[config.mk]
export PLATFORM = sky130hd
export DESIGN_NAME = gbu_uplink_dev_flat
export DESIGN_NICKNAME = d
export VERILOG_FILES = /design/src/gbu_pkg.sv /design/src/gbu_link_if.sv /design/src/gbu_uplink_dev.sv /design/src/flat_wrapper.sv
export VERILOG_INCLUDE_DIRS = /design/src
export SDC_FILE = /design/constraint.sdc
export NUM_CORES = 1
export LEC_CHECK = 0
export ABC_CLOCK_PERIOD_IN_PS = 16300
export BUFFER_PORTS_ARGS = -buffer_cell sky130_fd_sc_hd__buf_2
export CAP_MARGIN = 20
export CORE_MARGIN = 2
export CORE_UTILIZATION = 30
export CTS_CLUSTER_DIAMETER = 120
export DETAILED_ROUTE_END_ITERATION = 16
export PLACE_DENSITY = 0.5
export SLEW_MARGIN = 0
export SYNTH_ARGS = -nofsm -noshare
export SYNTH_HDL_FRONTEND = slang
export SYNTH_SLANG_ARGS = --single-unit
[constraint.sdc]
create_clock -name i_core_clk -period 16.3 [get_ports i_core_clk]
set_clock_uncertainty 0.2 [all_clocks]
set_input_delay 3.26 -clock i_core_clk [delete_from_list [all_inputs] [get_ports i_core_clk]]
set_output_delay 3.26 -clock i_core_clk [all_outputs]
set_load 0.03 [all_outputs]
[src/gbu_params.svh]
// timing, layout and reset constants for the burst uplink modulator
`ifndef GBU_PARAMS_SVH
`define GBU_PARAMS_SVH
`define GBU_CTRL_RST      16'h0000
`define GBU_CM_LSB        0
`define GBU_CM_MSB        2
`define GBU_SLOT_BIT      5
`define GBU_LEVEL_LSB     6
`define GBU_LEVEL_MSB     8
`define GBU_BUF_WORDS     10
`define GBU_BUF_BITS      160
`define GBU_OVERSAMPLE    16
`define GBU_TAIL_QBITS    32
`define GBU_SAMP_PER_QBIT 4
`define GBU_TAIL_SAMPLES  (`GBU_TAIL_QBITS * `GBU_SAMP_PER_QBIT)
`define GBU_CLK_PERIOD_NS 8
`define GBU_CLK_KHZ       125000
`define GBU_SAMPLE_KHZ    4330
`define GBU_SAMPLE_DIV    ((`GBU_CLK_KHZ + `GBU_SAMPLE_KHZ - 1) / `GBU_SAMPLE_KHZ)
`define GBU_SETTLE_NS     10000
`define GBU_SETTLE_CYC    ((`GBU_SETTLE_NS + `GBU_CLK_PERIOD_NS - 1) / `GBU_CLK_PERIOD_NS)
`define GBU_CAL_STEP_NS   1000
`define GBU_CAL_STEP_CYC  ((`GBU_CAL_STEP_NS + `GBU_CLK_PERIOD_NS - 1) / `GBU_CLK_PERIOD_NS)
`define GBU_OFS_RST       6'h20
`define GBU_REG_CTRL      4'h0
`define GBU_REG_DATA      4'h4
`define GBU_REG_WIN       4'h8
`define GBU_REG_STAT      4'hC
`define GBU_WIN_PWR       0
`define GBU_WIN_CAL       1
`define GBU_WIN_MOD       2
`define GBU_PKT_GAP       2
`endif

[src/gbu_pkg.sv]
// types shared by both ends of the burst uplink link
package gbu_pkg;
	typedef enum logic [2:0] {
		GBU_M_IDLE = 3'b001,
		GBU_M_RUN  = 3'b010,
		GBU_M_TAIL = 3'b100
	} gbu_mod_state_t;
	typedef enum logic [2:0] {
		GBU_S_IDLE = 3'b001,
		GBU_S_SEND = 3'b010,
		GBU_S_GAP  = 3'b100
	} gbu_ser_state_t;
	typedef struct packed {
		logic        is_ctrl;
		logic [15:0] word;
	} gbu_pkt_t;
endpackage

[src/gbu_link_if.sv]
// link between the uplink controller and the uplink device
`timescale 1ns/100ps
interface gbu_link_if;
	logic pkt_sync;
	logic pkt_data;
	logic pkt_is_ctrl;
	logic power_win;
	logic cal_win;
	logic mod_win;
	logic load_ready;
	logic powered;
	logic modulating;
	modport dev (
		input  pkt_sync, pkt_data, pkt_is_ctrl, power_win, cal_win, mod_win,
		output load_ready, powered, modulating
	);
	modport ctl (
		output pkt_sync, pkt_data, pkt_is_ctrl, power_win, cal_win, mod_win,
		input  load_ready, powered, modulating
	);
endinterface

[src/gbu_uplink_dev.sv]
// burst uplink device: serial receive, burst buffers, gmsk, dac drive
`timescale 1ns/100ps
`include "gbu_params.svh"
module gbu_uplink_dev
	import gbu_pkg::*;
#(
	parameter int SAMPLE_DIV   = `GBU_SAMPLE_DIV,
	parameter int SETTLE_CYC   = `GBU_SETTLE_CYC,
	parameter int CAL_STEP_CYC = `GBU_CAL_STEP_CYC
) (
	input  wire logic       i_core_clk,
	input  wire logic       i_resetn,
	gbu_link_if.dev         lnk,
	input  wire logic       i_cmp_i_high,
	input  wire logic       i_cmp_q_high,
	output logic [9:0]      o_dac_i,
	output logic [9:0]      o_dac_q,
	output logic [5:0]      o_sub_dac_i,
	output logic [5:0]      o_sub_dac_q,
	output logic            o_uplink_power,
	output logic [2:0]      o_out_level,
	output logic [2:0]      o_common_mode
);
	localparam int DW = $clog2(SAMPLE_DIV);
	localparam int SW = $clog2(SETTLE_CYC + 1);
	localparam int CW = $clog2(CAL_STEP_CYC + 1);
	localparam logic [191:0] GAUSS_TAB = {
		6'h26, 6'h26, 6'h26, 6'h25, 6'h25, 6'h23, 6'h22, 6'h20,
		6'h1C, 6'h1A, 6'h18, 6'h16, 6'h14, 6'h12, 6'h10, 6'h0E,
		6'h0C, 6'h0A, 6'h08, 6'h07, 6'h05, 6'h04, 6'h03, 6'h02,
		6'h02, 6'h01, 6'h01, 6'h00, 6'h00, 6'h00, 6'h00, 6'h00};
	localparam logic [152:0] SINE_TAB = {
		9'h1FF, 9'h1FD, 9'h1F5, 9'h1E9, 9'h1D8, 9'h1C3, 9'h1A9, 9'h18B,
		9'h169, 9'h145, 9'h11C, 9'h0F1, 9'h0C4, 9'h094, 9'h064, 9'h032,
		9'h000};

	if (SAMPLE_DIV < 2 || SETTLE_CYC < 1 || CAL_STEP_CYC < 1) begin : g_bad
		$error("gbu_uplink_dev: timing parameter out of range");
	end

	// gaussian phase pulse over four bit periods, symmetric halves
	function automatic logic [5:0] gauss(input logic [5:0] j);
		logic [4:0] h;
		h = j[5] ? ~j[4:0] : j[4:0];
		gauss = GAUSS_TAB[h*6 +: 6];
	endfunction

	function automatic logic [9:0] sine(input logic [5:0] p);
		logic [4:0] k;
		logic [9:0] m;
		k = p[4] ? 5'h10 - {1'b0, p[3:0]} : {1'b0, p[3:0]};
		m = {1'b0, SINE_TAB[k*9 +: 9]};
		sine = p[5] ? 10'(-m) : m;
	endfunction

	logic [15:0]    rx_sh_q;
	logic [4:0]     rx_cnt_q;
	logic           rx_ctrl_q;
	logic           rx_done;
	logic [15:0]    rx_word;
	logic [15:0]    ctrl_q;
	logic           slot_mode;
	logic [15:0]    mem [0:2*`GBU_BUF_WORDS-1];
	logic [1:0]     full_q;
	logic           play_sel_q;
	logic           cur_buf_q;
	logic           load_sel;
	logic           play_buf;
	logic [3:0]     wr_word_q;
	logic [SW-1:0]  settle_q;
	logic           powered_q;
	logic [DW-1:0]  div_q;
	logic           tick;
	logic           mod_win_q;
	gbu_mod_state_t state_q;
	logic           mod_start;
	logic           mod_end;
	logic [7:0]     tail_q;
	logic [3:0]     samp_q;
	logic [3:0]     rd_word_q;
	logic [3:0]     rd_bit_q;
	logic [3:0]     win_q;
	logic           next_bit;
	logic [11:0]    phase_q;
	logic [11:0]    inc;
	logic           cal_on;
	logic [CW-1:0]  cal_cnt_q;
	logic           cmp_i_m_q;
	logic           cmp_i_s_q;
	logic           cmp_q_m_q;
	logic           cmp_q_s_q;
	logic [5:0]     ofs_i_q;
	logic [5:0]     ofs_q_q;
	logic           load_ready_q;
	logic           busy_q;

	// packet receiver, msb first, sync marks the first bit
	always_ff @(posedge i_core_clk) begin
		if (!i_resetn) begin
			rx_cnt_q  <= 5'h00;
			rx_sh_q   <= 16'h0000;
			rx_ctrl_q <= 1'b0;
		end else if (lnk.pkt_sync) begin
			rx_cnt_q  <= 5'h0F;
			rx_sh_q   <= {15'h0000, lnk.pkt_data};
			rx_ctrl_q <= lnk.pkt_is_ctrl;
		end else if (rx_cnt_q != 5'h00) begin
			rx_cnt_q <= rx_cnt_q - 5'h01;
			rx_sh_q  <= {rx_sh_q[14:0], lnk.pkt_data};
		end
	end
	assign rx_done = (rx_cnt_q == 5'h01);
	assign rx_word = {rx_sh_q[14:0], lnk.pkt_data};

	always_ff @(posedge i_core_clk) begin
		if (!i_resetn)
			ctrl_q <= `GBU_CTRL_RST;
		else if (rx_done && rx_ctrl_q)
			ctrl_q <= rx_word;
	end
	assign slot_mode = ctrl_q[`GBU_SLOT_BIT];
	assign play_buf  = slot_mode ? play_sel_q : 1'b0;
	assign load_sel  = slot_mode ? (full_q[play_sel_q] ? ~play_sel_q
		: play_sel_q) : 1'b0;

	// burst load: ten words fill a buffer, a full buffer refuses words
	always_ff @(posedge i_core_clk) begin
		if (rx_done && !rx_ctrl_q && !full_q[load_sel])
			mem[load_sel ? 5'(wr_word_q) + 5'h0A : 5'(wr_word_q)] <= rx_word;
	end

	always_ff @(posedge i_core_clk) begin
		if (!i_resetn) begin
			full_q     <= 2'h0;
			wr_word_q  <= 4'h0;
			play_sel_q <= 1'b0;
		end else begin
			if (mod_end) begin
				full_q[cur_buf_q] <= 1'b0;
				if (slot_mode)
					play_sel_q <= ~cur_buf_q;
			end
			if (rx_done && !rx_ctrl_q && !full_q[load_sel]) begin
				if (wr_word_q == 4'(`GBU_BUF_WORDS - 1)) begin
					wr_word_q        <= 4'h0;
					full_q[load_sel] <= 1'b1;
				end else begin
					wr_word_q <= wr_word_q + 4'h1;
				end
			end
		end
	end

	always_ff @(posedge i_core_clk) begin
		if (!i_resetn) begin
			settle_q  <= '0;
			powered_q <= 1'b0;
		end else if (!lnk.power_win) begin
			settle_q  <= '0;
			powered_q <= 1'b0;
		end else if (settle_q == SW'(SETTLE_CYC)) begin
			powered_q <= 1'b1;
		end else begin
			settle_q <= settle_q + SW'(1);
		end
	end

	always_ff @(posedge i_core_clk) begin
		if (!i_resetn)
			div_q <= '0;
		else
			div_q <= tick ? '0 : div_q + DW'(1);
	end
	assign tick = (div_q == DW'(SAMPLE_DIV - 1));

	assign mod_start = (state_q == GBU_M_IDLE) && lnk.mod_win && !mod_win_q
		&& powered_q && full_q[play_buf];
	assign mod_end = (state_q == GBU_M_TAIL) && tick
		&& (tail_q == 8'(`GBU_TAIL_SAMPLES - 1));

	always_ff @(posedge i_core_clk) begin
		if (!i_resetn) begin
			state_q   <= GBU_M_IDLE;
			mod_win_q <= 1'b0;
			tail_q    <= 8'h00;
			cur_buf_q <= 1'b0;
		end else begin
			mod_win_q <= lnk.mod_win;
			case (state_q)
				GBU_M_IDLE: begin
					if (mod_start) begin
						state_q   <= GBU_M_RUN;
						cur_buf_q <= play_buf;
					end
				end
				GBU_M_RUN: begin
					tail_q <= 8'h00;
					if (!lnk.mod_win)
						state_q <= GBU_M_TAIL;
				end
				GBU_M_TAIL: begin
					if (mod_end)
						state_q <= GBU_M_IDLE;
					else if (tick)
						tail_q <= tail_q + 8'h01;
				end
				default: state_q <= GBU_M_IDLE;
			endcase
		end
	end

	// bits past the burst end read as ones
	assign next_bit = (rd_word_q < 4'(`GBU_BUF_WORDS))
		? mem[cur_buf_q ? 5'(rd_word_q) + 5'h0A : 5'(rd_word_q)][~rd_bit_q]
		: 1'b1;

	always_comb begin
		inc = 12'h000;
		for (int k = 0; k < 4; k++) begin
			if (win_q[k])
				inc = inc + 12'(gauss(6'(k * `GBU_OVERSAMPLE) + 6'(samp_q)));
			else
				inc = inc - 12'(gauss(6'(k * `GBU_OVERSAMPLE) + 6'(samp_q)));
		end
	end

	always_ff @(posedge i_core_clk) begin
		if (!i_resetn || mod_end || state_q == GBU_M_IDLE) begin
			samp_q    <= 4'h0;
			rd_word_q <= 4'h0;
			rd_bit_q  <= 4'h0;
			win_q     <= 4'hF;
			phase_q   <= 12'h000;
		end else if (tick) begin
			phase_q <= phase_q + inc;
			samp_q  <= samp_q + 4'h1;
			if (samp_q == 4'(`GBU_OVERSAMPLE - 1)) begin
				win_q    <= {win_q[2:0], next_bit};
				rd_bit_q <= rd_bit_q + 4'h1;
				if (rd_bit_q == 4'hF && rd_word_q < 4'(`GBU_BUF_WORDS))
					rd_word_q <= rd_word_q + 4'h1;
			end
		end
	end

	assign cal_on = lnk.cal_win && powered_q;

	always_ff @(posedge i_core_clk) begin
		if (!i_resetn) begin
			o_dac_i <= 10'h1FF;
			o_dac_q <= 10'h000;
		end else if (cal_on) begin
			o_dac_i <= 10'h000;
			o_dac_q <= 10'h000;
		end else if (tick) begin
			o_dac_i <= sine(6'(phase_q[11:6] + 6'h10));
			o_dac_q <= sine(phase_q[11:6]);
		end
	end

	// comparator levels come from the analog side
	always_ff @(posedge i_core_clk) begin
		if (!i_resetn) begin
			cmp_i_m_q <= 1'b0;
			cmp_i_s_q <= 1'b0;
			cmp_q_m_q <= 1'b0;
			cmp_q_s_q <= 1'b0;
		end else begin
			cmp_i_m_q <= i_cmp_i_high;
			cmp_i_s_q <= cmp_i_m_q;
			cmp_q_m_q <= i_cmp_q_high;
			cmp_q_s_q <= cmp_q_m_q;
		end
	end

	always_ff @(posedge i_core_clk) begin
		if (!i_resetn) begin
			cal_cnt_q <= '0;
			ofs_i_q   <= `GBU_OFS_RST;
			ofs_q_q   <= `GBU_OFS_RST;
		end else if (!cal_on) begin
			cal_cnt_q <= '0;
		end else if (cal_cnt_q != CW'(CAL_STEP_CYC - 1)) begin
			cal_cnt_q <= cal_cnt_q + CW'(1);
		end else begin
			cal_cnt_q <= '0;
			if (cmp_i_s_q && ofs_i_q != 6'h00)
				ofs_i_q <= ofs_i_q - 6'h01;
			else if (!cmp_i_s_q && ofs_i_q != 6'h3F)
				ofs_i_q <= ofs_i_q + 6'h01;
			if (cmp_q_s_q && ofs_q_q != 6'h00)
				ofs_q_q <= ofs_q_q - 6'h01;
			else if (!cmp_q_s_q && ofs_q_q != 6'h3F)
				ofs_q_q <= ofs_q_q + 6'h01;
		end
	end

	always_ff @(posedge i_core_clk) begin
		if (!i_resetn) begin
			load_ready_q <= 1'b0;
			busy_q       <= 1'b0;
		end else begin
			load_ready_q <= !full_q[load_sel];
			busy_q       <= (state_q != GBU_M_IDLE);
		end
	end

	assign o_sub_dac_i    = ofs_i_q;
	assign o_sub_dac_q    = ofs_q_q;
	assign o_uplink_power = powered_q;
	assign o_out_level    = ctrl_q[`GBU_LEVEL_MSB:`GBU_LEVEL_LSB];
	assign o_common_mode  = ctrl_q[`GBU_CM_MSB:`GBU_CM_LSB];
	assign lnk.load_ready = load_ready_q;
	assign lnk.powered    = powered_q;
	assign lnk.modulating = busy_q;
endmodule // gbu_uplink_dev

[src/flat_wrapper.sv]
// flat-port wrapper written by rule: the top's interface ports become plain ports
module gbu_uplink_dev_flat import gbu_pkg::*;
#(
	parameter int SAMPLE_DIV   = `GBU_SAMPLE_DIV,
	parameter int SETTLE_CYC   = `GBU_SETTLE_CYC,
	parameter int CAL_STEP_CYC = `GBU_CAL_STEP_CYC
)
  (i_core_clk, i_resetn, i_cmp_i_high, i_cmp_q_high, o_dac_i, o_dac_q, o_sub_dac_i, o_sub_dac_q, o_uplink_power, o_out_level, o_common_mode, lnk_pkt_sync, lnk_pkt_data, lnk_pkt_is_ctrl, lnk_power_win, lnk_cal_win, lnk_mod_win, lnk_load_ready, lnk_powered, lnk_modulating);
  gbu_link_if lnk_i ();
  input  wire logic i_core_clk;
  input  wire logic i_resetn;
  input  wire logic i_cmp_i_high;
  input  wire logic i_cmp_q_high;
  output logic [9:0] o_dac_i;
  output logic [9:0] o_dac_q;
  output logic [5:0] o_sub_dac_i;
  output logic [5:0] o_sub_dac_q;
  output logic o_uplink_power;
  output logic [2:0] o_out_level;
  output logic [2:0] o_common_mode;
  input wire logic [$bits(lnk_i.pkt_sync)-1:0] lnk_pkt_sync;
  input wire logic [$bits(lnk_i.pkt_data)-1:0] lnk_pkt_data;
  input wire logic [$bits(lnk_i.pkt_is_ctrl)-1:0] lnk_pkt_is_ctrl;
  input wire logic [$bits(lnk_i.power_win)-1:0] lnk_power_win;
  input wire logic [$bits(lnk_i.cal_win)-1:0] lnk_cal_win;
  input wire logic [$bits(lnk_i.mod_win)-1:0] lnk_mod_win;
  output wire logic [$bits(lnk_i.load_ready)-1:0] lnk_load_ready;
  output wire logic [$bits(lnk_i.powered)-1:0] lnk_powered;
  output wire logic [$bits(lnk_i.modulating)-1:0] lnk_modulating;
  assign lnk_i.pkt_sync = lnk_pkt_sync;
  assign lnk_i.pkt_data = lnk_pkt_data;
  assign lnk_i.pkt_is_ctrl = lnk_pkt_is_ctrl;
  assign lnk_i.power_win = lnk_power_win;
  assign lnk_i.cal_win = lnk_cal_win;
  assign lnk_i.mod_win = lnk_mod_win;
  assign lnk_load_ready = lnk_i.load_ready;
  assign lnk_powered = lnk_i.powered;
  assign lnk_modulating = lnk_i.modulating;
  gbu_uplink_dev #(.SAMPLE_DIV(SAMPLE_DIV), .SETTLE_CYC(SETTLE_CYC), .CAL_STEP_CYC(CAL_STEP_CYC)) u_core (.i_core_clk(i_core_clk), .i_resetn(i_resetn), .lnk(lnk_i), .i_cmp_i_high(i_cmp_i_high), .i_cmp_q_high(i_cmp_q_high), .o_dac_i(o_dac_i), .o_dac_q(o_dac_q), .o_sub_dac_i(o_sub_dac_i), .o_sub_dac_q(o_sub_dac_q), .o_uplink_power(o_uplink_power), .o_out_level(o_out_level), .o_common_mode(o_common_mode));
endmodule
==> flow_metrics.env, run 1 <==
export IMPL_status="complete, no violations"
export IMPL_ant_nets=0
export IMPL_core_mm2=0.0741
export IMPL_gp_congestion=0.826
export IMPL_synthSimpleGateAreaFrac=0.112
export IMPL_via_per_inst=5.10
export IMPL_io_pins=52
export IMPL_vdd_drop_max_v=0.0000794
export IMPL_hold_path_class="reg2reg"
export IMPL_ys_types=87
export IMPL_tns_ns=0
export IMPL_diodes=0
export IMPL_critPathLaunchType="flip-flop"
export IMPL_ys_warn_count=0
export IMPL_rows=100
export IMPL_max_freq_ghz=0.139
export IMPL_synthTopCellsByCount="edfxtp_1 (320), nor2_1 (183), nand2_1 (143)"
export IMPL_synth_area_per_cell_um2=12.1
export IMPL_syn_area_mm2=0.0223
export IMPL_hold_viol=0
export IMPL_utilization=0.340
export IMPL_grt_max_degree=42
export IMPL_synth_area_leaders="edfxtp_1 (43%), dfxtp_1 (12%), mux4_2 (7.0%), ha_1 (4.7%), nor2_1 (3.1%)"
export IMPL_track_usage=0.141
export IMPL_internal_power_mw=1.83
export IMPL_die_area_mm2=0.0766
export IMPL_pwr_share_comb=0.014
export IMPL_rsz0062_at_grt="no"
export IMPL_cts_buffers=47
export IMPL_nets=1996
export IMPL_endpoint_kind="flip-flop"
export IMPL_synthAdderAreaFrac=0.0519
export IMPL_synth_seq_cells=458
export IMPL_path_max_fanout=21
export IMPL_syn2layout_area_growth_pct=12.8
export IMPL_fillers=7360
export IMPL_synth_xor_area_share=0.0445
export IMPL_final_area_mm2=0.0252
export IMPL_synthFlopType="edfxtp_1"
export IMPL_cp_top_family="compound AO/OA/AOI/OAI gates"
export IMPL_path_clk_slew_ns=0.06
export IMPL_grt_pass1_wl_um=85200
export IMPL_hold_path_startpoint="u_core.o_dac_q[1]$_SDFFE_PP0P_"
export IMPL_dp_slack_ns=9.10
export IMPL_grt_pass1_vias=14700
export IMPL_placed_cell_area_mm2=0.0236
export IMPL_hold_buffers=0
export IMPL_fin_crit_sh=0.443
export IMPL_cts_tree="yes"
export IMPL_p_seq_frac=0.538
export IMPL_hpwl_um=35500
export IMPL_synthMostInstantiatedCell="edfxtp_1"
export IMPL_synth_top_area_frac=0.431
export IMPL_cp_required_ns=16.58
export IMPL_start_util=0.301
export IMPL_slew_headroom=0.333
export IMPL_clockBufferDepth=3
export IMPL_drtPass1Iterations=5
export IMPL_cts_root_buf="clkbuf_16"
export IMPL_maxCapViolations=0
export IMPL_power_leakage_nw=8.92
export IMPL_synth_top_family_by_area="simple AND/OR/NAND/NOR gates"
export IMPL_critical_path_arrival_ns=7.50
export IMPL_setup_viol=0
export IMPL_clock_sinks=458
export IMPL_slew_violations=0
export IMPL_htreeDepth=2
export IMPL_antenna_found_initial=0
export IMPL_stdcell_count=2903
export IMPL_p_clk_frac=0.448
export IMPL_cts_setup_buffers=0
export IMPL_route_detailed_drc=0
export IMPL_dr_first_iter_drc_count=1103
export IMPL_synthArstFlopShare=0
export IMPL_grt_overflow=0
export IMPL_power_density_mw_per_mm2=91.7
export IMPL_p_sw_frac=0.209
export IMPL_critPathMaxStageDelay_ns=0.73
export IMPL_io_buffers=51
export IMPL_die_x_um=277
export IMPL_insertion_delay_ns=0.60
export IMPL_synth_nets=1947
export IMPL_worst_path_max_delay_cell="dfxtp_1"
export IMPL_muxShareOfSynthArea=0.0986
export IMPL_synth_edf_count=320
export IMPL_timing_rr_start="u_core.samp_q[2]$_SDFFE_PP0P_"
export IMPL_die_h_um=277
export IMPL_crit_buf_inv=1
export IMPL_synth_top_area_cell="edfxtp_1"
export IMPL_drive_above_1_share=0.142
export IMPL_cts_repair_resized=0
export IMPL_crit_type="reg2reg"
export IMPL_wirelength_um=54600
export IMPL_fin_ws_ns=9.09
export IMPL_switchingPower_mw=0.483
export IMPL_routed_via_count=14800
export IMPL_wl_per_cell_um=18.8
export IMPL_tightest_slew_ns=0.996
export IMPL_syn_inst=1848
export IMPL_place_inst=2812
export IMPL_cp_common_cell="a21oi_1"
export IMPL_period_needed_ns=7.21
export IMPL_synth_compound_area_share=0.108
export IMPL_crit_start="u_core.samp_q[2]$_SDFFE_PP0P_"
export IMPL_ys_seq_area_frac=0.554
## cell type report
| class | count | area (µm²) | share of cell area |
|---|---|---|---|
| clock buffers | 58 | 1250 | 0.0496 |
| clock inverters | 28 | 221 | 0.00880 |
| inverters | 62 | 233 | 0.00924 |
| multi-input cells | 1236 | 9300 | 0.369 |
| flip-flops and latches | 458 | 12400 | 0.492 |
| well taps | 969 | 1210 | 0.0482 |
| repair buffers | 92 | 586 | 0.0233 |
## cell usage in the layout (no fill, tap or decap), types with 15 or more instances in the layout
master	count
xnor2_1	60
clkbuf_16	48
mux2i_1	41
ha_1	83
a31oi_1	22
nand2_1	143
nand3_1	49
or3_1	16
a211oi_1	17
inv_1	59
dfxtp_1	137
nand2b_1	15
nor2_2	16
o21ai_0	63
xor2_1	43
nor3_1	31
buf_4	36
mux4_2	69
nor2b_1	17
a21o_1	23
buf_2	51
nor2_1	167
edfxtp_1	320
a21oi_1	136
## layer usage
layer | vias to the layer above | global-route usage | wire [µm]
met5 | - | 0 | 0
met2 | 320 | 0.239 | 26000
met1 | 7387 | 0.192 | 24900
li1 | 7023 | - | -
met3 | 75 | 0.0181 | 2500
met4 | 0 | 0.0371 | 1140
## power by group through the flow
stage / clock, mW / combinational [mW] / sequential (mW)
after floorplan: 0 / 0.0222 / 1.27
after global placement: 0 / 0.0322 / 1.27
after detailed placement: 0 / 0.0329 / 1.27
after CTS: 1.07 / 0.0331 / 1.24
after global routing: 1.11 / 0.0366 / 1.24
final: 1.03 / 0.0324 / 1.24
## kinds of logic after synthesis
kind of cell,count (synthesis)
adders and majority gates,89
buffers and inverters,154
muxes,127
xor gates and xnor gates,108
and+or+nand+nor,535
DFF,458
AOI/OAI and AO/OA,377
## stage by stage
stage | hold WS (ns) | power [mW]
2_1_floorplan | 0.212 | 1.29
3_3_place_gp | 0.231 | 1.30
3_5_place_dp | 0.225 | 1.30
4_1_cts | 0.253 | 2.34
5_1_grt | 0.271 | 2.39
6_report | 0.247 | 2.31
## state kept, by name (all words and copies together), names as in the netlist, 5 cells and up
signal              flops
u_core.o_dac_i         10
u_core.phase_q         12
u_core.rx_cnt_q         5
u_core.ctrl_q           7
u_core.o_sub_dac_i      6
u_core.o_sub_dac_q      6
u_core.rx_sh_q         15
u_core.settle_q        11
u_core.o_dac_q         10
u_core.tail_q           8
u_core.cal_cnt_q        7
u_core.div_q            5
u_core.mem            320
## worst paths after layout
kind                            cells after the start                              end  slack, ns
worst max register to register                     30  u_core.phase_q[11]$_SDFFE_PP0P_       9.09
worst min-delay path                                2   u_core.o_dac_q[1]$_SDFFE_PP0P_       0.25
worst min register to register                      2   u_core.o_dac_q[1]$_SDFFE_PP0P_       0.25
worst max-delay path                               30  u_core.phase_q[11]$_SDFFE_PP0P_       9.09
## worst reg2reg max path, delay by kind of cell (launching register included)
family	cells	cell delay, ns
and+or+nand+nor	7	1.31
DFF	1	0.73
AOI/OAI and AO/OA	11	1.69
adders and majority gates	5	1.60
muxes	1	0.29
buffers and inverters	1	0.47
xor gates and xnor gates	5	0.86
(Power assumes the default switching activity.)
==> run 2, diff against run 1 <==
Settings changed: ABC_CLOCK_PERIOD_IN_PS 16300 to 6600, PLACE_DENSITY 0.5 to 0.52.
Clock period 16.3 ns to 6.6 ns, I/O delays scaled along.
==> flow_metrics.env, run 2 (synthesized netlist as in run 1, its figures left out) <==
export IMPL_cp_common_cell="ha_4"
export IMPL_path_max_fanout=4
export IMPL_seq_area_mm2=0.0124
export IMPL_top_register="u_core.mem"
export IMPL_vdd_drop_max_v=0.000196
export IMPL_mostFrequentLayoutCells="edfxtp_1 (320), nor2_1 (167), nand2_1 (142)"
export IMPL_insertion_delay_ns=0.60
export IMPL_rows=100
export IMPL_tightest_slew_ns=1.06
export IMPL_cts_tree="yes"
export IMPL_grt_overflow=0
export IMPL_antenna_found_initial=1
export IMPL_power_density_mw_per_mm2=226
export IMPL_track_usage=0.139
export IMPL_slew_headroom=0.285
export IMPL_placed_cell_area_mm2=0.0240
export IMPL_path_clk_slew_ns=0.07
export IMPL_fin_crit_sh=0.984
export IMPL_top_regs="u_core.mem x320, u_core.rx_sh_q x15, u_core.phase_q x12"
export IMPL_internal_power_mw=4.63
export IMPL_syn2layout_area_growth_pct=15.6
export IMPL_route_detailed_drc=0
export IMPL_wirelength_um=54300
export IMPL_fin_ws_ns=0.107
export IMPL_maxCapViolations=0
export IMPL_wl_per_cell_um=18.4
export IMPL_cp_top_family="compound AO/OA/AOI/OAI gates"
export IMPL_rsz0062_at_grt="yes"
export IMPL_p_seq_frac=0.527
export IMPL_cp_required_ns=6.90
export IMPL_io_pins=52
export IMPL_status="complete, no violations"
export IMPL_max_freq_ghz=0.154
export IMPL_grt_pass1_wl_um=84700
export IMPL_hold_viol=0
export IMPL_clock_sinks=458
export IMPL_drtPass1Iterations=5
export IMPL_mostFrequentLayoutCell="edfxtp_1"
export IMPL_dr_first_iter_drc_count=1139
export IMPL_pwr_share_comb=0.014
export IMPL_cts_root_buf="clkbuf_16"
export IMPL_core_mm2=0.0741
export IMPL_critical_path_arrival_ns=6.80
export IMPL_cts_buffers=46
export IMPL_largest_register_ffs=320
export IMPL_die_h_um=277
export IMPL_grt_pass1_vias=14800
export IMPL_drive_above_1_share=0.179
export IMPL_critPathLaunchType="flip-flop"
export IMPL_clockBufferDepth=3
export IMPL_slew_violations=0
export IMPL_worst_path_max_delay_cell="dfxtp_4"
export IMPL_switchingPower_mw=1.20
export IMPL_hpwl_um=35700
export IMPL_routed_via_count=14900
export IMPL_crit_buf_inv=1
export IMPL_io_buffers=51
export IMPL_total_power_mw=5.82
export IMPL_htreeDepth=2
export IMPL_nets=2040
export IMPL_die_area_mm2=0.0766
export IMPL_final_area_mm2=0.0258
export IMPL_grt_max_degree=43
export IMPL_start_util=0.301
export IMPL_endpoint_kind="flip-flop"
export IMPL_p_clk_frac=0.460
export IMPL_critPathMaxStageDelay_ns=0.39
export IMPL_die_x_um=277
export IMPL_ant_nets=0
export IMPL_via_per_inst=5.07
export IMPL_hold_buffers=0
export IMPL_power_leakage_nw=9.11
export IMPL_period_needed_ns=6.49
export IMPL_fillers=7280
export IMPL_setup_viol=0
export IMPL_hold_path_class="reg2reg"
export IMPL_crit_type="reg2reg"
export IMPL_p_sw_frac=0.206
export IMPL_multi_input_area_mm2=0.00950
export IMPL_gp_congestion=0.845
export IMPL_timing_hold_ws_ns=0.239
export IMPL_dp_slack_ns=-0.0557
run 2: cell count changes in the layout (fill, tap and decap cells not counted), sizes merged:
cell	before	now
buf	89	135
bufinv	2	6
clkbuf	61	62
clkinv	25	12
clkinvlp	2	6
diode	0	1
run 2: power by group through the flow:
stage                     logic (mW)  registers [mW]  clock network (mW)
after detailed placement      0.0811            3.13                   0
after global routing          0.0901            3.07                2.85
final                         0.0800            3.07                2.68
after CTS                     0.0815            3.07                2.74
after floorplan               0.0547            3.13                   0
after global placement        0.0777            3.13                   0
run 2: worst paths after layout:
check | startpoint | to | slack, ns | cells after the start
min reg2reg | u_core.cmp_q_m_q$_SDFF_PN0_ | u_core.cmp_q_s_q$_SDFF_PN0_ | 0.24 | 1
max | u_core.samp_q[0]$_SDFFE_PP0P_ | u_core.phase_q[11]$_SDFFE_PP0P_ | 0.11 | 29
min | u_core.cmp_q_m_q$_SDFF_PN0_ | u_core.cmp_q_s_q$_SDFF_PN0_ | 0.24 | 1
max reg2reg | u_core.samp_q[0]$_SDFFE_PP0P_ | u_core.phase_q[11]$_SDFFE_PP0P_ | 0.11 | 29
run 2: layer usage:
| layer | share of wire | vias to the layer above | track usage |
|---|---|---|---|
| met5 | 0 | - | 0 |
| met4 | 0.026 | 0 | 0.0453 |
| met3 | 0.039 | 91 | 0.0186 |
| met2 | 0.48 | 303 | 0.232 |
| met1 | 0.46 | 7431 | 0.188 |
| li1 | - | 7108 | - |
run 2: area by class of cell:
cell class / instances / area share
Multi-Input combinational cell: 1236 / 0.369
Clock buffer: 60 / 0.0471
Tap cell: 969 / 0.0470
Antenna cell: 1 / 0.0000970
Sequential cell: 458 / 0.480
Clock inverter: 23 / 0.0122
Inverter: 62 / 0.00912
Timing Repair Buffer: 137 / 0.0355
run 2: through the flow:
stage,TNS [ns],utilization,cells
after floorplan,0,-,1848
after global placement,0,0.323,2850
after detailed placement,-0.0557,0.324,2853
after CTS,0,0.344,2936
after global routing,-0.309,0.348,2946
final,0,0.348,2946
run 2: what timing repair did:
item	4_1_cts	5_1_grt
setup buffers	0	5
resized for setup	2	49
pin swaps	0	25
setup endpoints to repair	1	3
==> run 3, diff against run 2 <==
Settings changed: CORE_MARGIN 2 to default.
==> flow_metrics.env, run 3 (synthesized netlist as in run 1, its figures left out) <==
export IMPL_status="complete, no violations"
export IMPL_cp_top_family="adder cells"
export IMPL_period_needed_ns=6.41
export IMPL_ant_nets=0
export IMPL_p_sw_frac=0.210
export IMPL_vdd_drop_max_v=0.000175
export IMPL_io_pins=52
export IMPL_worst_path_max_delay_cell="dfxtp_4"
export IMPL_die_area_mm2=0.0755
export IMPL_top_regs="u_core.mem x320, u_core.rx_sh_q x15, u_core.phase_q x12"
export IMPL_slew_headroom=0.318
export IMPL_tns_ns=0
export IMPL_slew_violations=0
export IMPL_cts_root_buf="clkbuf_16"
export IMPL_via_per_inst=5.12
export IMPL_reg2reg_depth=29
export IMPL_power_leakage_nw=9.16
export IMPL_dr_first_iter_drc_count=1062
export IMPL_wl_per_cell_um=18.5
export IMPL_r2r_slack_ns=0.19
export IMPL_cts_buffers=49
export IMPL_track_usage=0.142
export IMPL_fillers=7235
export IMPL_multi_input_area_mm2=0.00959
export IMPL_power_density_mw_per_mm2=224
export IMPL_crit_start="u_core.samp_q[1]$_SDFFE_PP0P_"
export IMPL_hold_viol=0
export IMPL_grt_pass1_vias=14700
export IMPL_rsz0062_at_grt="yes"
export IMPL_cp_common_cell="ha_1"
export IMPL_hold_buffers=0
export IMPL_place_inst=2842
export IMPL_mostFrequentLayoutCells="edfxtp_1 (320), nor2_1 (160), nand2_1 (142)"
export IMPL_clock_sinks=458
export IMPL_utilization=0.353
export IMPL_grt_max_degree=41
export IMPL_start_util=0.304
export IMPL_critPathMaxStageDelay_ns=0.38
export IMPL_hold_path_class="reg2reg"
export IMPL_switchingPower_mw=1.22
export IMPL_core_mm2=0.0733
export IMPL_p_clk_frac=0.458
export IMPL_p_seq_frac=0.528
export IMPL_nets=2051
export IMPL_cp_required_ns=6.92
export IMPL_clockBufferDepth=3
export IMPL_gp_congestion=0.829
export IMPL_seq_area_mm2=0.0124
export IMPL_hpwl_um=35300
export IMPL_die_h_um=275
export IMPL_holdPathEnd="u_core.cmp_i_s_q$_SDFF_PN0_"
export IMPL_drtPass1Iterations=6
export IMPL_die_x_um=275
export IMPL_endpoint_kind="flip-flop"
export IMPL_hold_path_startpoint="u_core.cmp_i_m_q$_SDFF_PN0_"
export IMPL_rows=99
export IMPL_stdcell_count=2951
export IMPL_routed_via_count=15100
export IMPL_placed_cell_area_mm2=0.0239
export IMPL_max_freq_ghz=0.156
export IMPL_fin_crit_sh=0.971
export IMPL_critPathLaunchType="flip-flop"
export IMPL_cts_tree="yes"
export IMPL_io_buffers=51
export IMPL_drive_above_1_share=0.193
export IMPL_antenna_found_initial=0
export IMPL_tightest_slew_ns=1.02
export IMPL_path_clk_slew_ns=0.06
export IMPL_largest_register_ffs=320
export IMPL_r2r_end="u_core.phase_q[11]$_SDFFE_PP0P_"
export IMPL_pwr_share_comb=0.014
export IMPL_crit_buf_inv=3
export IMPL_maxCapViolations=0
export IMPL_wirelength_um=54500
export IMPL_syn2layout_area_growth_pct=16.1
export IMPL_setup_viol=0
export IMPL_diodes=0
export IMPL_grt_pass1_wl_um=84300
export IMPL_critical_path_arrival_ns=6.73
export IMPL_htreeDepth=2
export IMPL_final_area_mm2=0.0259
export IMPL_hold_path_depth=1
export IMPL_crit_type="reg2reg"
export IMPL_top_register="u_core.mem"
export IMPL_grt_overflow=0
export IMPL_path_max_fanout=4
export IMPL_mostFrequentLayoutCell="edfxtp_1"
export IMPL_timing_rr_start="u_core.samp_q[1]$_SDFFE_PP0P_"
export IMPL_insertion_delay_ns=0.59
export IMPL_route_detailed_drc=0
export IMPL_internal_power_mw=4.59
run 3: cell count changes in the layout (fill, tap and decap cells not counted), moves of 5 or more:
cell and change:
buf_4 +10, clkinv_1 +5, nor2_2 +8, nor2_1 -7
clkinv_2 +6
run 3: repair_timing:
action	CTS	global route
setup endpoints to repair	1	3
buffers inserted	0	14
pin swaps	0	42
resized for setup	5	65
run 3: how the worst max path moves through the flow:
stage                                           end  slack (ns)  cells past startpoint
floorplan           u_core.phase_q[11]$_SDFFE_PP0P_        0.06                     33
global placement    u_core.phase_q[11]$_SDFFE_PP0P_        0.06                     31
finish              u_core.phase_q[11]$_SDFFE_PP0P_        0.19                     29
CTS                 u_core.phase_q[11]$_SDFFE_PP0P_       0.003                     32
detailed placement  u_core.phase_q[11]$_SDFFE_PP0P_       -0.03                     31
global route        u_core.phase_q[11]$_SDFFE_PP0P_       -0.19                     34
run 3: cell type report:
class,count,share of cell area
repair buffers,145,0.0368
inverters,62,0.00908
multi-input cells,1236,0.370
flip-flops and latches,458,0.478
clock inverters,29,0.0100
well taps,959,0.0463
clock buffers,62,0.0496
run 3: through the flow:
| step | worst slack [ns] | hold WS (ns) | power, mW |
|---|---|---|---|
| 3_5_place_dp | -0.0350 | 0.229 | 3.21 |
| 2_1_floorplan | 0.0576 | 0.212 | 3.18 |
| 5_1_grt | -0.190 | 0.270 | 5.99 |
| 3_3_place_gp | 0.0559 | 0.225 | 3.21 |
| 6_report | 0.191 | 0.246 | 5.81 |
| 4_1_cts | 0.00332 | 0.254 | 5.88 |
run 3: power groups by stage:
stage	logic, mW	clock network, mW	registers (mW)
global placement	0.0779	0	3.13
finish	0.0791	2.66	3.07
global route	0.0894	2.84	3.07
CTS	0.0802	2.73	3.07
detailed placement	0.0797	0	3.13
floorplan	0.0547	0	3.13
run 3: layer usage:
layer  part of all wire  GRT usage  up-vias
met5                  0          0        -
met4              0.022     0.0402        0
met3              0.047     0.0199       80
met2               0.48      0.238      350
met1               0.45      0.192     7536
li1                   -          -     7139
